## src/ceod_pkg.sv

```systemverilog
package ceod_pkg;

    // Instruction cycle is split into four phases
    localparam int          CEOD_PHASES     = 4;
    localparam logic [1:0]  CEOD_PH_RESET   = 2'h0;

    // Opcode prefixes
    localparam logic [6:0]  OP_TEST_SKIP    = 7'h33;     // 0110 011a
    localparam logic [7:0]  OP_XOR_LIT      = 8'h0A;     // 0000 1010
    localparam logic [5:0]  OP_XOR_FILE     = 6'h06;     // 0001 10da
    localparam logic [7:0]  OP_ADD_PTR      = 8'hE8;
    localparam logic [7:0]  OP_SUB_PTR      = 8'hE9;
    localparam logic [7:0]  OP_PUSH_LIT     = 8'hEA;
    localparam logic [7:0]  OP_INDEX_MOVE   = 8'hEB;
    localparam logic [15:0] OP_CALL_WORK    = 16'h0014;
    localparam logic [1:0]  PTR_SEL_RETURN  = 2'h3;
    localparam logic [1:0]  PTR_SEL_THIRD   = 2'h2;

    // Two-word instructions: 1100 xxxx and 1110 1011 through 1110 1111
    localparam logic [3:0]  TWO_WORD_PREFIX = 4'hC;
    localparam logic [7:0]  TWO_WORD_LOW    = 8'hEB;
    localparam logic [7:0]  TWO_WORD_HIGH   = 8'hEF;

    // Access bank and indexed literal offset layout
    localparam logic [7:0]  ILO_LIMIT       = 8'h5F;
    localparam logic [3:0]  ACCESS_LOW_PAGE = 4'h0;
    localparam logic [3:0]  ACCESS_SFR_PAGE = 4'hF;

    // Indirect register rows: addresses FD8..FEF, low three bits 3..7
    localparam logic [8:0]  IND_ROW_A       = 9'h1FB;
    localparam logic [8:0]  IND_ROW_B       = 9'h1FC;
    localparam logic [8:0]  IND_ROW_C       = 9'h1FD;
    localparam logic [2:0]  IND_LOW_MIN     = 3'h3;

    // Values after reset
    localparam logic        EXT_EN_RESET    = 1'b1;
    localparam logic [7:0]  WORK_RESET      = 8'h00;
    localparam logic [11:0] PTR_RESET       = 12'h000;
    localparam logic [20:0] RETURN_STEP     = 21'h000002;

    typedef enum logic [2:0] {
        ST_EXEC       = 3'b000,
        ST_SKIP_NOP   = 3'b001,
        ST_SKIP_NOP2  = 3'b010,
        ST_LAST_NOP   = 3'b011,
        ST_MOVE_WORD2 = 3'b100
    } ceod_state_t;

    typedef enum logic [3:0] {
        OPC_NONE      = 4'h0,
        OPC_TEST_SKIP = 4'h1,
        OPC_XOR_LIT   = 4'h2,
        OPC_XOR_FILE  = 4'h3,
        OPC_ADD_PTR   = 4'h4,
        OPC_SUB_PTR   = 4'h5,
        OPC_PUSH_LIT  = 4'h6,
        OPC_MOVE      = 4'h7,
        OPC_CALL_WORK = 4'h8
    } ceod_op_t;

    function automatic logic ceod_is_indirect(input logic [11:0] addr);
        logic [8:0] row;
        row = addr[11:3];
        return ((row == IND_ROW_A) || (row == IND_ROW_B) || (row == IND_ROW_C)) && (addr[2:0] >= IND_LOW_MIN);
    endfunction : ceod_is_indirect

    function automatic logic ceod_is_two_word(input logic [15:0] word);
        return (word[15:12] == TWO_WORD_PREFIX) || ((word[15:8] >= TWO_WORD_LOW) && (word[15:8] <= TWO_WORD_HIGH));
    endfunction : ceod_is_two_word

endpackage : ceod_pkg

```

## src/ceod_phase_gen.sv

```systemverilog
`timescale 1ns/100ps
module ceod_phase_gen
    import ceod_pkg::*;
#(
    parameter int PHASES = CEOD_PHASES
)(
    input  wire logic clock,
    input  wire logic arst_n,
    output logic      ph_q1,
    output logic      ph_q2,
    output logic      ph_q3,
    output logic      ph_q4
);
    logic [1:0] phase_r;

    // Free-running quarter counter; one enable per phase
    always_ff @(posedge clock or negedge arst_n) begin
        if (!arst_n) begin
            phase_r <= CEOD_PH_RESET;
        end else begin
            phase_r <= (phase_r == 2'(PHASES - 1)) ? CEOD_PH_RESET : phase_r + 2'h1;
        end
    end

    assign ph_q1 = (phase_r == 2'h0);
    assign ph_q2 = (phase_r == 2'h1);
    assign ph_q3 = (phase_r == 2'h2);
    assign ph_q4 = (phase_r == 2'(PHASES - 1));
endmodule : ceod_phase_gen

```

## src/ceod_file_addr.sv

```systemverilog
`timescale 1ns/100ps
module ceod_file_addr
    import ceod_pkg::*;
(
    input  wire logic [7:0]  file_sel,
    input  wire logic        access_bit,
    input  wire logic        ext_en,
    input  wire logic [3:0]  bank_select_reg,
    input  wire logic [11:0] third_pointer,
    output logic      [11:0] data_addr
);
    logic        use_indexed;
    logic [11:0] access_addr;

    // Indexed form only while the extension is on and the offset is low
    assign use_indexed = !access_bit && ext_en && (file_sel <= ILO_LIMIT);     // RULE_04
    // Access bank: low half is GPR page 0, upper half maps onto the SFR page
    assign access_addr = {file_sel[7] ? ACCESS_SFR_PAGE : ACCESS_LOW_PAGE, file_sel};
    assign data_addr   = use_indexed ? third_pointer + {4'h0, file_sel}     // RULE_04
                       : (access_bit ? {bank_select_reg, file_sel} : access_addr);     // RULE_03
endmodule : ceod_file_addr

```

## src/ceod_core_decoder.sv

```systemverilog
`timescale 1ns/100ps
// Overview of operation
// RULE_01: The test-and-skip opcode 0110 011a ffff ffff turns the next fetched word into a no-op when f is zero.
// RULE_02: Test-and-skip lasts one cycle, two when skipping, three when the skipped word is a two-word instruction.
// RULE_03: A cleared access bit selects the access bank and a set one the bank named by the bank select register.
// RULE_04: With the access bit clear and the extension on, file offsets up to 5Fh are added to the third pointer.
// RULE_05: The xor-literal opcode xors W with an 8-bit literal into W and updates N and Z in one cycle.
// RULE_06: The xor-file opcode xors W with f, writes W or f by the d bit, and updates N and Z in one cycle.
// RULE_07: The extension is on by default and a configuration bit chosen at programming turns it on or off.
// RULE_08: The extension adds eight literal instructions on the pointers, and none of them touches status.
// RULE_09: Add and subtract pointer opcodes E8/E9 change the selected pointer by a 6-bit literal in one cycle.
// RULE_10: A pointer select of 11 updates the third pointer, then returns from top of stack over two cycles.
// RULE_11: Call through W takes two cycles, the second being a no-op while the new word is fetched.
// RULE_12: Indexed moves are two words and two cycles with source third pointer plus offset, absolute or indexed dest.
// RULE_13: Push-literal writes the literal at the third pointer address and then decrements it, in one cycle.
// RULE_14: Call through W pushes PC+2 and loads the program counter from the latches and W.
// RULE_15: An indexed-move source on an indirect register reads 00h and such an indexed destination makes a no-op.
// RULE_16: With the extension off the extended opcodes execute as no-ops and change nothing.
module ceod_core_decoder
    import ceod_pkg::*;
#(
    parameter int PTR_W = 12
)(
    input  wire logic             clock,
    input  wire logic             arst_n,
    input  wire logic [15:0]      instr_word,
    input  wire logic [20:0]      instr_addr,
    input  wire logic             extension_enable_cfg,
    input  wire logic [3:0]       bank_select_reg,
    input  wire logic [7:0]       pc_high_latch,
    input  wire logic [4:0]       pc_upper_latch,
    input  wire logic [20:0]      top_of_stack,
    input  wire logic [7:0]       mem_rd_data,
    output logic                  word_take_r,
    output logic                  discard_r,
    output logic                  claim_r,
    output logic                  extension_active_r,
    output logic [11:0]           mem_addr_r,
    output logic                  mem_rd_en_r,
    output logic                  mem_wr_en_r,
    output logic [7:0]            mem_wr_data_r,
    output logic [7:0]            working_register_r,
    output logic                  flag_neg_r,
    output logic                  flag_zero_r,
    output logic [PTR_W-1:0]      pointer0_r,
    output logic [PTR_W-1:0]      pointer1_r,
    output logic [PTR_W-1:0]      third_pointer_r,
    output logic                  pc_load_r,
    output logic [20:0]           pc_target_r,
    output logic                  stack_push_r,
    output logic [20:0]           stack_push_value_r,
    output logic                  stack_pop_r
);
    logic              ph_q1;
    logic              ph_q2;
    logic              ph_q3;
    logic              ph_q4;
    ceod_state_t       state_r;
    ceod_state_t       state_nxt;
    ceod_op_t          op_r;
    ceod_op_t          op_dec;
    logic [15:0]       ir_r;
    logic [15:0]       word2_r;
    logic [20:0]       pc_r;
    logic [7:0]        rd_data_r;
    logic              skip_two_r;
    logic              cfg_taken_r;
    logic [PTR_W-1:0]  ptr_r [3];

    // Quarter-cycle enables
    ceod_phase_gen #(
        .PHASES (CEOD_PHASES)
    ) u_phase (
        .clock  (clock),
        .arst_n (arst_n),
        .ph_q1  (ph_q1),
        .ph_q2  (ph_q2),
        .ph_q3  (ph_q3),
        .ph_q4  (ph_q4)
    );

    // Opcode decode of the word presented at Q1
    logic dec_test;
    logic dec_xor_lit;
    logic dec_xor_file;
    logic dec_add;
    logic dec_sub;
    logic dec_push;
    logic dec_move;
    logic dec_call;
    logic dec_ext;
    assign dec_test     = (instr_word[15:9] == OP_TEST_SKIP);     // RULE_01
    assign dec_xor_lit  = (instr_word[15:8] == OP_XOR_LIT);     // RULE_05
    assign dec_xor_file = (instr_word[15:10] == OP_XOR_FILE);     // RULE_06
    assign dec_add      = (instr_word[15:8] == OP_ADD_PTR);     // RULE_09
    assign dec_sub      = (instr_word[15:8] == OP_SUB_PTR);     // RULE_09
    assign dec_push     = (instr_word[15:8] == OP_PUSH_LIT);     // RULE_13
    assign dec_move     = (instr_word[15:8] == OP_INDEX_MOVE);     // RULE_12
    assign dec_call     = (instr_word == OP_CALL_WORK);     // RULE_11
    assign dec_ext      = dec_add | dec_sub | dec_push | dec_move | dec_call;     // RULE_08

    // Extended opcodes fall through to no-op while the extension is off
    assign op_dec = (dec_ext && !extension_active_r) ? OPC_NONE     // RULE_16
                  : dec_test     ? OPC_TEST_SKIP
                  : dec_xor_lit  ? OPC_XOR_LIT
                  : dec_xor_file ? OPC_XOR_FILE
                  : dec_add      ? OPC_ADD_PTR
                  : dec_sub      ? OPC_SUB_PTR
                  : dec_push     ? OPC_PUSH_LIT
                  : dec_move     ? OPC_MOVE
                  : dec_call     ? OPC_CALL_WORK
                  : OPC_NONE;

    // Field extraction from the held word
    logic [5:0]       lit6;
    logic [7:0]       lit8;
    logic [1:0]       ptr_sel;
    logic [1:0]       ptr_idx;
    logic             ret_form;
    logic [11:0]      file_addr;
    logic [11:0]      src_addr;
    logic [11:0]      dst_addr;
    logic             src_indirect;
    logic             dst_blocked;
    assign lit6     = ir_r[5:0];
    assign lit8     = ir_r[7:0];
    assign ptr_sel  = ir_r[7:6];
    assign ret_form = (ptr_sel == PTR_SEL_RETURN);     // RULE_10
    assign ptr_idx  = ret_form ? PTR_SEL_THIRD : ptr_sel;     // RULE_10

    ceod_file_addr u_file_addr (
        .file_sel        (ir_r[7:0]),
        .access_bit      (ir_r[8]),
        .ext_en          (extension_active_r),
        .bank_select_reg (bank_select_reg),
        .third_pointer   (ptr_r[2][11:0]),
        .data_addr       (file_addr)
    );

    // Indexed move addresses; the absolute form takes all 12 bits of word two
    assign src_addr     = ptr_r[2][11:0] + {5'h00, ir_r[6:0]};     // RULE_12
    assign dst_addr     = ir_r[7] ? ptr_r[2][11:0] + {5'h00, word2_r[6:0]} : word2_r[11:0];     // RULE_12
    assign src_indirect = ceod_is_indirect(src_addr);     // RULE_15
    assign dst_blocked  = ir_r[7] && ceod_is_indirect(dst_addr);     // RULE_15

    // Results computed for Q4
    logic [7:0]       xor_res;
    logic [PTR_W-1:0] ptr_arith;
    logic             is_move2;
    logic             do_read;
    logic             do_write;
    logic [11:0]      wr_addr;
    logic [7:0]       wr_data;
    logic [7:0]       rd_now;
    assign is_move2  = (state_r == ST_MOVE_WORD2);
    assign rd_now    = (is_move2 && src_indirect) ? 8'h00 : mem_rd_data;     // RULE_15
    assign xor_res   = working_register_r ^ ((op_r == OPC_XOR_LIT) ? lit8 : rd_now);     // RULE_05
    assign ptr_arith = (op_r == OPC_ADD_PTR) ? ptr_r[ptr_idx] + PTR_W'(lit6)
                                             : ptr_r[ptr_idx] - PTR_W'(lit6);     // RULE_09
    assign do_read   = (state_r == ST_EXEC && (op_r == OPC_TEST_SKIP || op_r == OPC_XOR_FILE))
                    || (is_move2 && !src_indirect);     // RULE_15
    assign do_write  = (state_r == ST_EXEC && op_r == OPC_PUSH_LIT)
                    || (state_r == ST_EXEC && op_r == OPC_XOR_FILE && ir_r[9])
                    || (is_move2 && !dst_blocked);     // RULE_15
    assign wr_addr   = (op_r == OPC_PUSH_LIT) ? ptr_r[2][11:0]     // RULE_13
                     : (op_r == OPC_XOR_FILE) ? file_addr : dst_addr;
    assign wr_data   = (op_r == OPC_PUSH_LIT) ? lit8 : (op_r == OPC_XOR_FILE) ? xor_res : rd_now;

    // Cycle sequencing; each state is one instruction cycle
    always_comb begin
        state_nxt = ST_EXEC;
        case (state_r)
            ST_EXEC: begin
                case (op_r)
                    OPC_TEST_SKIP: state_nxt = (rd_data_r == 8'h00) ? ST_SKIP_NOP : ST_EXEC;     // RULE_01
                    OPC_ADD_PTR,
                    OPC_SUB_PTR:   state_nxt = ret_form ? ST_LAST_NOP : ST_EXEC;     // RULE_10
                    OPC_CALL_WORK: state_nxt = ST_LAST_NOP;     // RULE_11
                    OPC_MOVE:      state_nxt = ST_MOVE_WORD2;     // RULE_12
                    default:       state_nxt = ST_EXEC;
                endcase
            end
            ST_SKIP_NOP: state_nxt = skip_two_r ? ST_SKIP_NOP2 : ST_EXEC;     // RULE_02
            default:     state_nxt = ST_EXEC;
        endcase
    end

    // Configuration bit is taken once, on the first edge after reset release
    always_ff @(posedge clock or negedge arst_n) begin
        if (!arst_n) begin
            extension_active_r <= EXT_EN_RESET;     // RULE_07
            cfg_taken_r        <= 1'b0;
        end else if (!cfg_taken_r) begin
            extension_active_r <= extension_enable_cfg;     // RULE_07
            cfg_taken_r        <= 1'b1;
        end
    end

    // Q1: take the fetched word and mark how this cycle treats it
    always_ff @(posedge clock or negedge arst_n) begin
        if (!arst_n) begin
            state_r     <= ST_EXEC;
            op_r        <= OPC_NONE;
            ir_r        <= 16'h0000;
            word2_r     <= 16'h0000;
            pc_r        <= 21'h000000;
            skip_two_r  <= 1'b0;
            discard_r   <= 1'b0;
            claim_r     <= 1'b0;
            word_take_r <= 1'b1;
        end else begin
            word_take_r <= ph_q4;     // High during the Q1 clock that samples the word
            if (ph_q4) begin
                state_r <= state_nxt;
            end
            if (ph_q1) begin
                discard_r <= (state_r == ST_SKIP_NOP) || (state_r == ST_SKIP_NOP2) || (state_r == ST_LAST_NOP);     // RULE_02
                claim_r   <= (state_r == ST_MOVE_WORD2) || ((state_r == ST_EXEC) && (op_dec != OPC_NONE));
                if (state_r == ST_EXEC) begin
                    op_r <= op_dec;
                    ir_r <= instr_word;
                    pc_r <= instr_addr;
                end else if (state_r == ST_MOVE_WORD2) begin
                    word2_r <= instr_word;     // RULE_12
                end else begin
                    op_r <= OPC_NONE;     // RULE_01
                end
                skip_two_r <= (state_r == ST_SKIP_NOP) && ceod_is_two_word(instr_word);     // RULE_02
            end
        end
    end

    // Q2 read, Q3 capture, Q4 write; the write strobe lasts one clock, the read strobe three clocks until Q1
    always_ff @(posedge clock or negedge arst_n) begin
        if (!arst_n) begin
            mem_addr_r    <= 12'h000;
            mem_rd_en_r   <= 1'b0;
            mem_wr_en_r   <= 1'b0;
            mem_wr_data_r <= 8'h00;
            rd_data_r     <= 8'h00;
        end else begin
            mem_rd_en_r <= ph_q1 ? 1'b0 : (ph_q2 ? 1'b0 : mem_rd_en_r);
            mem_wr_en_r <= 1'b0;
            if (ph_q2 && do_read) begin
                mem_addr_r  <= is_move2 ? src_addr : file_addr;
                mem_rd_en_r <= 1'b1;
            end
            if (ph_q3) begin
                rd_data_r <= rd_now;
            end
            if (ph_q3 && do_write) begin
                mem_addr_r    <= wr_addr;
                mem_wr_data_r <= wr_data;
                mem_wr_en_r   <= 1'b1;     // RULE_13
            end
        end
    end

    // Q4: working register, flags and pointers
    always_ff @(posedge clock or negedge arst_n) begin
        if (!arst_n) begin
            working_register_r <= WORK_RESET;
            flag_neg_r         <= 1'b0;
            flag_zero_r        <= 1'b0;
            for (int i = 0; i < 3; i++) begin
                ptr_r[i] <= PTR_W'(PTR_RESET);
            end
        end else if (ph_q4 && state_r == ST_EXEC) begin
            if (op_r == OPC_XOR_LIT || op_r == OPC_XOR_FILE) begin
                if (op_r == OPC_XOR_LIT || !ir_r[9]) begin
                    working_register_r <= xor_res;     // RULE_06
                end
                flag_neg_r  <= xor_res[7];     // RULE_05
                flag_zero_r <= (xor_res == 8'h00);     // RULE_06
            end
            if (op_r == OPC_ADD_PTR || op_r == OPC_SUB_PTR) begin
                ptr_r[ptr_idx] <= ptr_arith;     // RULE_09
            end
            if (op_r == OPC_PUSH_LIT) begin
                ptr_r[2] <= ptr_r[2] - PTR_W'(1);     // RULE_13
            end
        end
    end

    // Program counter and return stack requests, one clock at Q4
    always_ff @(posedge clock or negedge arst_n) begin
        if (!arst_n) begin
            pc_load_r          <= 1'b0;
            pc_target_r        <= 21'h000000;
            stack_push_r       <= 1'b0;
            stack_push_value_r <= 21'h000000;
            stack_pop_r        <= 1'b0;
        end else begin
            pc_load_r    <= 1'b0;
            stack_push_r <= 1'b0;
            stack_pop_r  <= 1'b0;
            if (ph_q4 && state_r == ST_EXEC && (op_r == OPC_ADD_PTR || op_r == OPC_SUB_PTR) && ret_form) begin
                pc_load_r   <= 1'b1;     // RULE_10
                pc_target_r <= top_of_stack;
                stack_pop_r <= 1'b1;
            end
            if (ph_q4 && state_r == ST_EXEC && op_r == OPC_CALL_WORK) begin
                stack_push_r       <= 1'b1;     // RULE_14
                stack_push_value_r <= pc_r + RETURN_STEP;
                pc_load_r          <= 1'b1;
                pc_target_r        <= {pc_upper_latch, pc_high_latch, working_register_r};     // RULE_14
            end
        end
    end

    assign pointer0_r      = ptr_r[0];
    assign pointer1_r      = ptr_r[1];
    assign third_pointer_r = ptr_r[2];
endmodule : ceod_core_decoder

```

## config.mk

```make
export PLATFORM = sky130hd
export DESIGN_NAME = ceod_core_decoder
export DESIGN_NICKNAME = d
export VERILOG_FILES = /design/src/ceod_pkg.sv /design/src/ceod_phase_gen.sv /design/src/ceod_file_addr.sv /design/src/ceod_core_decoder.sv
export SDC_FILE = /design/constraint.sdc
export NUM_CORES = 1
export LEC_CHECK = 0
export BUFFER_PORTS_ARGS = -buffer_cell sky130_fd_sc_hd__buf_2
export CORE_ASPECT_RATIO = 1.2
export CORE_MARGIN = 2
export CORE_UTILIZATION = 45
export DETAILED_ROUTE_END_ITERATION = 7
export HOLD_SLACK_MARGIN = 0.12
export PLACE_DENSITY = 0.67
export SLEW_MARGIN = 40
export SYNTH_ARGS = -nofsm -noshare
export SYNTH_HDL_FRONTEND = slang
export SYNTH_SLANG_ARGS = --single-unit
export TNS_END_PERCENT = 10
```

## constraint.sdc

```tcl
create_clock -name clock -period 5.42 [get_ports clock]
set_input_delay 0.542 -clock clock [delete_from_list [all_inputs] [get_ports clock]]
set_output_delay 0.542 -clock clock [all_outputs]
set_load 0.03 [all_outputs]
```

==> run_results.csv, run 1 <==
group,metric,value,unit
status,outcome,"complete, no violations",
pwr,leakagePower,5.97,nW
timing,fin_crit_sh,73.2,%
setup_path,path_max_fanout,25,
setup_path,worstPathRequired,5.79,ns
clock_tree,numCtsBuffers,17,
timing,fmax,252,MHz
setup_path,cpMaxStageDelayCell,"or4_4",
setup_path,crit_path_frequent_cell,"a211oi_2",
synth,synth_cell_types,63,
timing,worst_slew_pin_slew,0.808,ns
timing,setup_violations,0,
die,dieHeight,173,um
die,start_util,46.1,%
placement,hpwl,23500,um
synth,postSynthCellCount,1173,
route,wirelength,31700,um
route,drt_iter0_drc,712,
grt,grt_use_total,25.1,%
grt,antenna_found_initial,0,
setup_path,worst_path_largest_cell_delay,0.58,ns
route,avgViaCountPerCell,5.68,
pwr,ir_drop,211,uV
synth,yosys_most_used_dff,"dfrtp_1",
synth,synth.area.top_cells,"dfrtp_1 41%, mux2_2 7.0%, nand2_1 6.4%",
die,die_w,145,um
grt,overflow,0,
clock_tree,clock_sinks,179,
route,wl_per_cell,18.9,um
setup_path,end_kind,"flop",
die,fp-row-count,61,
die,ios,203,
synth,ys_seq_elements,179,
setup_path,cp.buffers_inverters,0,
timing,relSlewSlack,46.1,%
setup_path,worstPathArrival,4.34,ns
die,dieArea,25100,sq um
timing,report.final.slew_viol_count,0,
timing,finalWorstSetupSlack,1.45,ns
synth,synth_warnings,0,
timing,finalHoldViolCount,0,
clock_tree,clockRootBuffer,"clkbuf_16",
setup_path,crit_chain,"ha_1 -> fa_1 -> a211oi_2 -> or2_1 -> xnor3_1 -> a211oi_2 -> a21oi_1 -> or4_4 -> a31oi_1 -> xor2_1 -> o2111ai_1 -> o31ai_2",
setup_path,path_class,"reg -> reg",
route,post-route-drc-count,0,
setup_path,cp.depth,12,
finish,antenna_cells,0,
route,num_vias,9526,
clock_tree,clk_latency,0.46,ns
route,drtPass1Iterations,5,
die,coreArea,23300,sq um
clock_tree,cts_tree,"done",
min_path,hp-class,"in -> async",
clock_tree,path_clk_slew,0.09,ns
route,ant_nets,0,
timing,holdWs,0.124,ns
synth,yosysTopAreaCell,"dfrtp_1",
synth,synth_top_area_share,41.3,%
setup_path,rr_worst_depth,12,
synth,syn_nets,1295,
synth,synth-async-reset-ratio,100,%
synth,avgSynthCellArea,9.14,sq um
grt,grt_pass1_wl,50200,um
pwr,total_power,3.17,mW
timing,finalSetupTns,0,ns
grt,grt_pass1_vias,9295,
setup_path,start_kind,"flop",
synth,syn_area,10700,sq um
clock_tree,cts_buffer_depth,2,
synth,synth_enable_flop_cells,0,
clock_tree,cts_hold_buf,0,
placement,dpl_worst_slack,1.51,ns
finish,drive_gt1_share,25.3,%
grt,grt_max_degree,84,
pwr,p_per_area,250,nW/um^2
clock_tree,cts_setup_buffers,0,
clock_tree,htree_num_levels,4,
finish,areaGrowthSynthToFinish,18.3,%
clock_tree,cts-resized-gates,0,
timing,fin_crit,3.97,ns
timing,grt_setup_unrepaired,"no",
placement,place.gp.congestion,0.953,
setup_path,cp_top_family,"compound AO/OA/AOI/OAI gates",
placement,port_buffers,202,
timing,fin_skew,0.0287,ns
finish,nets,1471,
run,cap_violations,0,
synth,synth-seq-area-share,41.8,%
[worst register-to-register path, stage by stage, from the launching register on]
cell       delay [ns]
dfrtp_1          0.51
ha_1             0.31
fa_1             0.42
a211oi_2         0.38
or2_1            0.26
xnor3_1          0.34
a211oi_2         0.21
a21oi_1          0.08
or4_4            0.58
a31oi_1          0.28
xor2_1           0.17
o2111ai_1        0.15
o31ai_2          0.20
[cell families (layout without fill, tap and decap cells)]
group,Yosys count,count (layout),share of synthesized area [%]
AOI/OAI and AO/OA,282,282,16.1
xor gates and xnor gates,79,79,6.58
adders and majority gates,36,36,4.41
buffers and inverters,105,294,3.99
DFF,179,179,41.8
muxes,114,114,11.4
other,1,1,0.0350
and+or+nand+nor,377,377,15.7
[layout make-up]
type                    count  area (sq um)
clock buffers              17           425
clock inverters            15           213
fillers                  2167         10600
inverters                  40           150
multi-input cells         889          5850
flip-flops and latches    179          4480
well taps                 315           394
repair buffers            222          1170
[metal layers]
layer / part of all wire, % / GRT usage (%) / routed length, um
met5: 0 / 0 / 0
met2: 49 / 43.1 / 15500
met4: 4.5 / 12.5 / 1410
met3: 6.0 / 4.59 / 1900
met1: 41 / 30.5 / 12900
[cells in the mapped netlist, drive strengths merged, types with 15 or more instances]
master and number:
a21oi 67, a31oi 31, buf 15, clkbuf 50, dfrtp 177, ha 33, inv 40, mux2 67
mux2i 47, nand2 184, nand3 23, nor2 79, nor3 24, o21ai 99, xnor2 54, xor2 24
[flip-flops by register name (all words and copies together) (netlist names), 2 cells and up]
signal and flops:
pc_r 21, pc_target_r 21, stack_push_value_r 21, mem_addr_r 12, pointer0_r 12, pointer1_r 12
third_pointer_r 12, word2_r 12, ir_r 10, mem_wr_data_r 8, rd_data_r 8, working_register_r 8
op_r 4, state_r 3, u_phase.phase_r 2
[path summary, 6_finish.rpt]
check / slack, ns / to / start
worst min-delay path: 0.12 / stack_push_value_r[8]$_DFFE_PN0P_ / arst_n
worst max register to register: 1.45 / flag_zero_r$_DFFE_PN0P_ / third_pointer_r[0]$_DFFE_PN0P_
worst max-delay path: 1.45 / flag_zero_r$_DFFE_PN0P_ / third_pointer_r[0]$_DFFE_PN0P_
max in group asynchronous: 4.09 / pointer0_r[7]$_DFFE_PN0P_ / arst_n
worst min register to register: 0.47 / stack_push_value_r[0]$_DFFE_PN0P_ / pc_r[0]$_DFFE_PN0P_
min in group clock: 0.31 / pc_r[13]$_DFFE_PN0P_ / instr_addr[13]
[placed cells by master (no fill, tap or decap), drive strengths merged, types with 5 or more instances in the layout]
cell / n
buf: 222
nand2: 184
dfrtp: 177
o21ai: 99
nor2: 79
a21oi: 67
mux2: 67
xnor2: 54
inv: 50
mux2i: 47
ha: 33
a31oi: 31
xor2: 24
nor3: 24
nand3: 23
clkbuf: 17
a211oi: 14
a21o: 12
nor2b: 11
and3: 11
nor4: 10
nand2b: 8
o211ai: 8
o21bai: 7
o21a: 6
nand4: 5
and2: 5
clkinv: 5
or4: 5
[where the power goes]
part,switching [mW],internal [mW]
logic,0.255,0.153
clock network,0.674,0.648
registers,0.0564,1.38
total,0.985,2.18
[through the flow]
stage               instances  instance area, sq um  util [%]
CTS                      1677                 12700      54.5
floorplan                1173                 10700         -
global placement         1645                 12000      51.7
global route             1677                 12700      54.5
detailed placement       1645                 12000      51.7
finish                   1677                 12700      54.5
(Power assumes the default switching activity.)
==> run 2: changes to the inputs <==
Settings changed: ABC_AREA set to 1, PLACE_DENSITY 0.67 to 0.69.
Clock period 5.42 ns to 3.2 ns, I/O delays scaled along.
==> run 2 against run 1 <==
Wire length grew 9.3%. Via count rose by 14%. Sequential share of layout area down 2.0 points. Fmax rose by 33%. Critical endpoint is now third_pointer_r[8]$_DFFE_PN0P_.
==> run_results.csv, run 2 <==
group,metric,value,unit
timing,fmax,335,MHz
synth,syn_nets,1596,
route,ant_nets,0,
timing,fin_crit_sh,93.4,%
die,fp-row-count,62,
synth,synth_cell_types,52,
pwr,leakagePower,6.84,nW
setup_path,cpMaxStageDelayCell,"dfrtp_1",
finish,fillers,2305,
setup_path,cp_top_family,"compound AO/OA/AOI/OAI gates",
synth,synth-simple-area-share,28.7,%
grt,grt_pass1_vias,10400,
die,die_w,146,um
timing,report.final.slew_viol_count,0,
die,coreArea,23900,sq um
synth,synth_enable_flop_cells,0,
route,met1_length,14400,um
timing,setup_violations,0,
synth,yosysTopAreaCell,"dfrtp_1",
clock_tree,clockRootBuffer,"clkbuf_16",
clock_tree,clk_latency,0.44,ns
clock_tree,htree_num_levels,4,
setup_path,cp.depth,18,
timing,fin_crit,2.99,ns
grt,antenna_found_initial,3,
synth,synth-compound-area-share,14.7,%
route,wirelength,34600,um
clock_tree,path_clk_slew,0.08,ns
pwr,p_per_area,419,nW/um^2
route,avgViaCountPerCell,5.29,
clock_tree,cts_buffer_depth,2,
setup_path,ff2ff_setup_slack,0.21,ns
synth,synth-async-reset-ratio,100,%
placement,port_buffers,202,
finish,drive_gt1_share,21.3,%
setup_path,crit_chain,"inv_1 -> nor2_2 -> inv_1 -> nor2_2 -> inv_1 -> nor2_2 -> buf_4 -> nor2_1 -> xor2_1 -> ha_1 -> a21oi_2 -> o21ai_0 -> a21o_1 -> a21o_1 -> a21oi_2 -> xor2_2 -> nor2_1 -> a2bb2oi_1",
setup_path,worst_path_largest_cell_delay,0.37,ns
finish,stdcell_count,2053,
synth,synth.area.top_cells,"dfrtp_1 41%, nand2_1 16%, o21ai_0 6.8%",
route,post-route-drc-count,0,
grt,grt_use_total,27.0,%
timing,worst_slew_pin_slew,0.711,ns
timing,relSlewSlack,52.6,%
timing,grt_setup_unrepaired,"yes",
pwr,ir_drop,372,uV
placement,hpwl,26200,um
route,drt_iter0_drc,729,
setup_path,worstPathArrival,3.31,ns
finish,final_common_cell,"nand2_1",
setup_path,path_class,"reg -> reg",
setup_path,cp.buffers_inverters,4,
grt,grt_pass1_wl,54600,um
setup_path,worstPathRequired,3.52,ns
placement,dp_cells,1991,
route,top_layer_used,"met4",
synth,ys_seq_elements,179,
synth,synth_top_family_by_area,"simple AND/OR/NAND/NOR gates",
route,met2RoutedLength,16400,um
synth,syn_area,10900,sq um
synth,yosys_most_used_dff,"dfrtp_1",
grt,overflow,0,
placement,place.gp.congestion,0.997,
die,dieArea,25500,sq um
finish,utilization,56.3,%
clock_tree,cts_tree,"done",
synth,synthMostInstantiatedCell,"nand2_1",
route,wl_met3,2280,um
route,num_vias,10900,
timing,finalHoldViolCount,0,
synth,synth_top_area_share,40.6,%
synth,ys_top_cells_by_count,"476 x nand2_1, 177 x dfrtp_1, 148 x o21ai_0",
route,drtPass1Iterations,6,
min_path,hp-class,"in -> reg",
min_path,min_path_cells,3,
finish,layout_common_cells,"476 x nand2_1, 201 x buf_2, 175 x dfrtp_1, 145 x o21ai_0, 123 x inv_1",
setup_path,start_kind,"flop",
clock_tree,clock_sinks,179,
route,wl_per_cell,16.9,um
status,outcome,"complete, no violations",
die,ios,203,
synth,postSynthCellCount,1474,
setup_path,path_max_fanout,4,
synth,synth-seq-area-share,41.1,%
clock_tree,numCtsBuffers,17,
synth,yosys-mux-area-fraction,0.712,%
run,cap_violations,0,
finish,nets,1839,
setup_path,end_kind,"flop",
synth,synth_xor_area_share,3.51,%
grt,grt_max_degree,72,
finish,areaGrowthSynthToFinish,23.3,%
die,start_util,45.6,%
synth,synth_warnings,0,
setup_path,rr_worst_depth,18,
die,dieHeight,174,um
synth,synthAdderAreaFrac,4.34,%
synth,avgSynthCellArea,7.39,sq um
timing,fin_skew,0.0119,ns
finish,top_regs,"pc_r (21), pc_target_r (21), stack_push_value_r (21)",
## run 2: through the flow
step | hold slack, ns | instance area [sq um] | worst slack (ns) | TNS [ns] | power [mW]
after floorplan | 0.0244 | 10900 | 0.366 | 0 | 3.07
after global placement | 0.383 | 12400 | 0.0913 | 0 | 3.43
after detailed placement | 0.394 | 12400 | 0.0144 | 0 | 3.45
after CTS | 0.121 | 13300 | 0.0173 | 0 | 5.60
after global routing | 0.132 | 13400 | -0.0761 | -0.0981 | 5.87
final | 0.130 | 13400 | 0.211 | 0 | 5.63
## run 2: what timing repair did
item / in CTS / in global routing
setup endpoints to repair: 3 / 38
resized for setup: 2 / 26
setup buffers: 0 / 4
hold buffers: 21 / 1
pin swaps: 0 / 6
endpoints found under the hold margin: 87 / 1
cloned: 0 / 1
## run 2: final cells by class
class	count	area (sq um)	area share, %
antenna	3	7.51	0.0559
clock inverter	15	181	1.35
tap	320	400	2.98
inverter	131	492	3.66
clock buffer	17	425	3.17
timing repair buffer	276	1640	12.2
multi-input combinational	1112	5810	43.2
sequential	179	4480	33.4
## run 2: routing by layer
metal / track usage, % / vias to the layer above
met5: 0 / -
met4: 12.7 / 0
met3: 4.59 / 100
met2: 44.9 / 422
met1: 34.3 / 5000
li1: - / 5333
## run 2: path summary, 6_finish.rpt
check / from / end
worst max-delay path: op_r[2]$_DFFE_PN0P_ / third_pointer_r[8]$_DFFE_PN0P_
worst min-delay path: top_of_stack[6] / pc_target_r[6]$_DFFE_PN0P_
worst max register to register: op_r[2]$_DFFE_PN0P_ / third_pointer_r[8]$_DFFE_PN0P_
worst min register to register: cfg_taken_r$_DFF_PN0_ / extension_active_r$_DFFE_PN1N_
max in group asynchronous: arst_n / extension_active_r$_DFFE_PN1N_
min in group asynchronous: arst_n / stack_push_r$_DFF_PN0_
## run 2: worst register-to-register path, delay by kind of cell (launching register included)
| kind | cells | cell delay (ns) |
|---|---|---|
| buffers and inverters | 4 | 0.35 |
| AND/OR/NAND/NOR | 5 | 0.44 |
| flip-flops | 1 | 0.37 |
| AO/OA/AOI/OAI | 6 | 1.00 |
| XOR/XNOR | 2 | 0.36 |
| adder cells (fa/ha/maj) | 1 | 0.37 |
## run 2: cell families after synthesis
family / Yosys count
buffers and inverters: 184
muxes: 7
xor gates and xnor gates: 42
other: 1
DFF: 179
and+or+nand+nor: 738
adders and majority gates: 36
AOI/OAI and AO/OA: 287
## run 2: report_power, final
part | switching [mW] | internal (mW) | leakage, nW
Combinational | 0.645 | 0.375 | 4.41
Sequential | 0.0989 | 2.35 | 2.14
Clock | 1.09 | 1.06 | 0.287
Total | 1.84 | 3.79 | 6.84
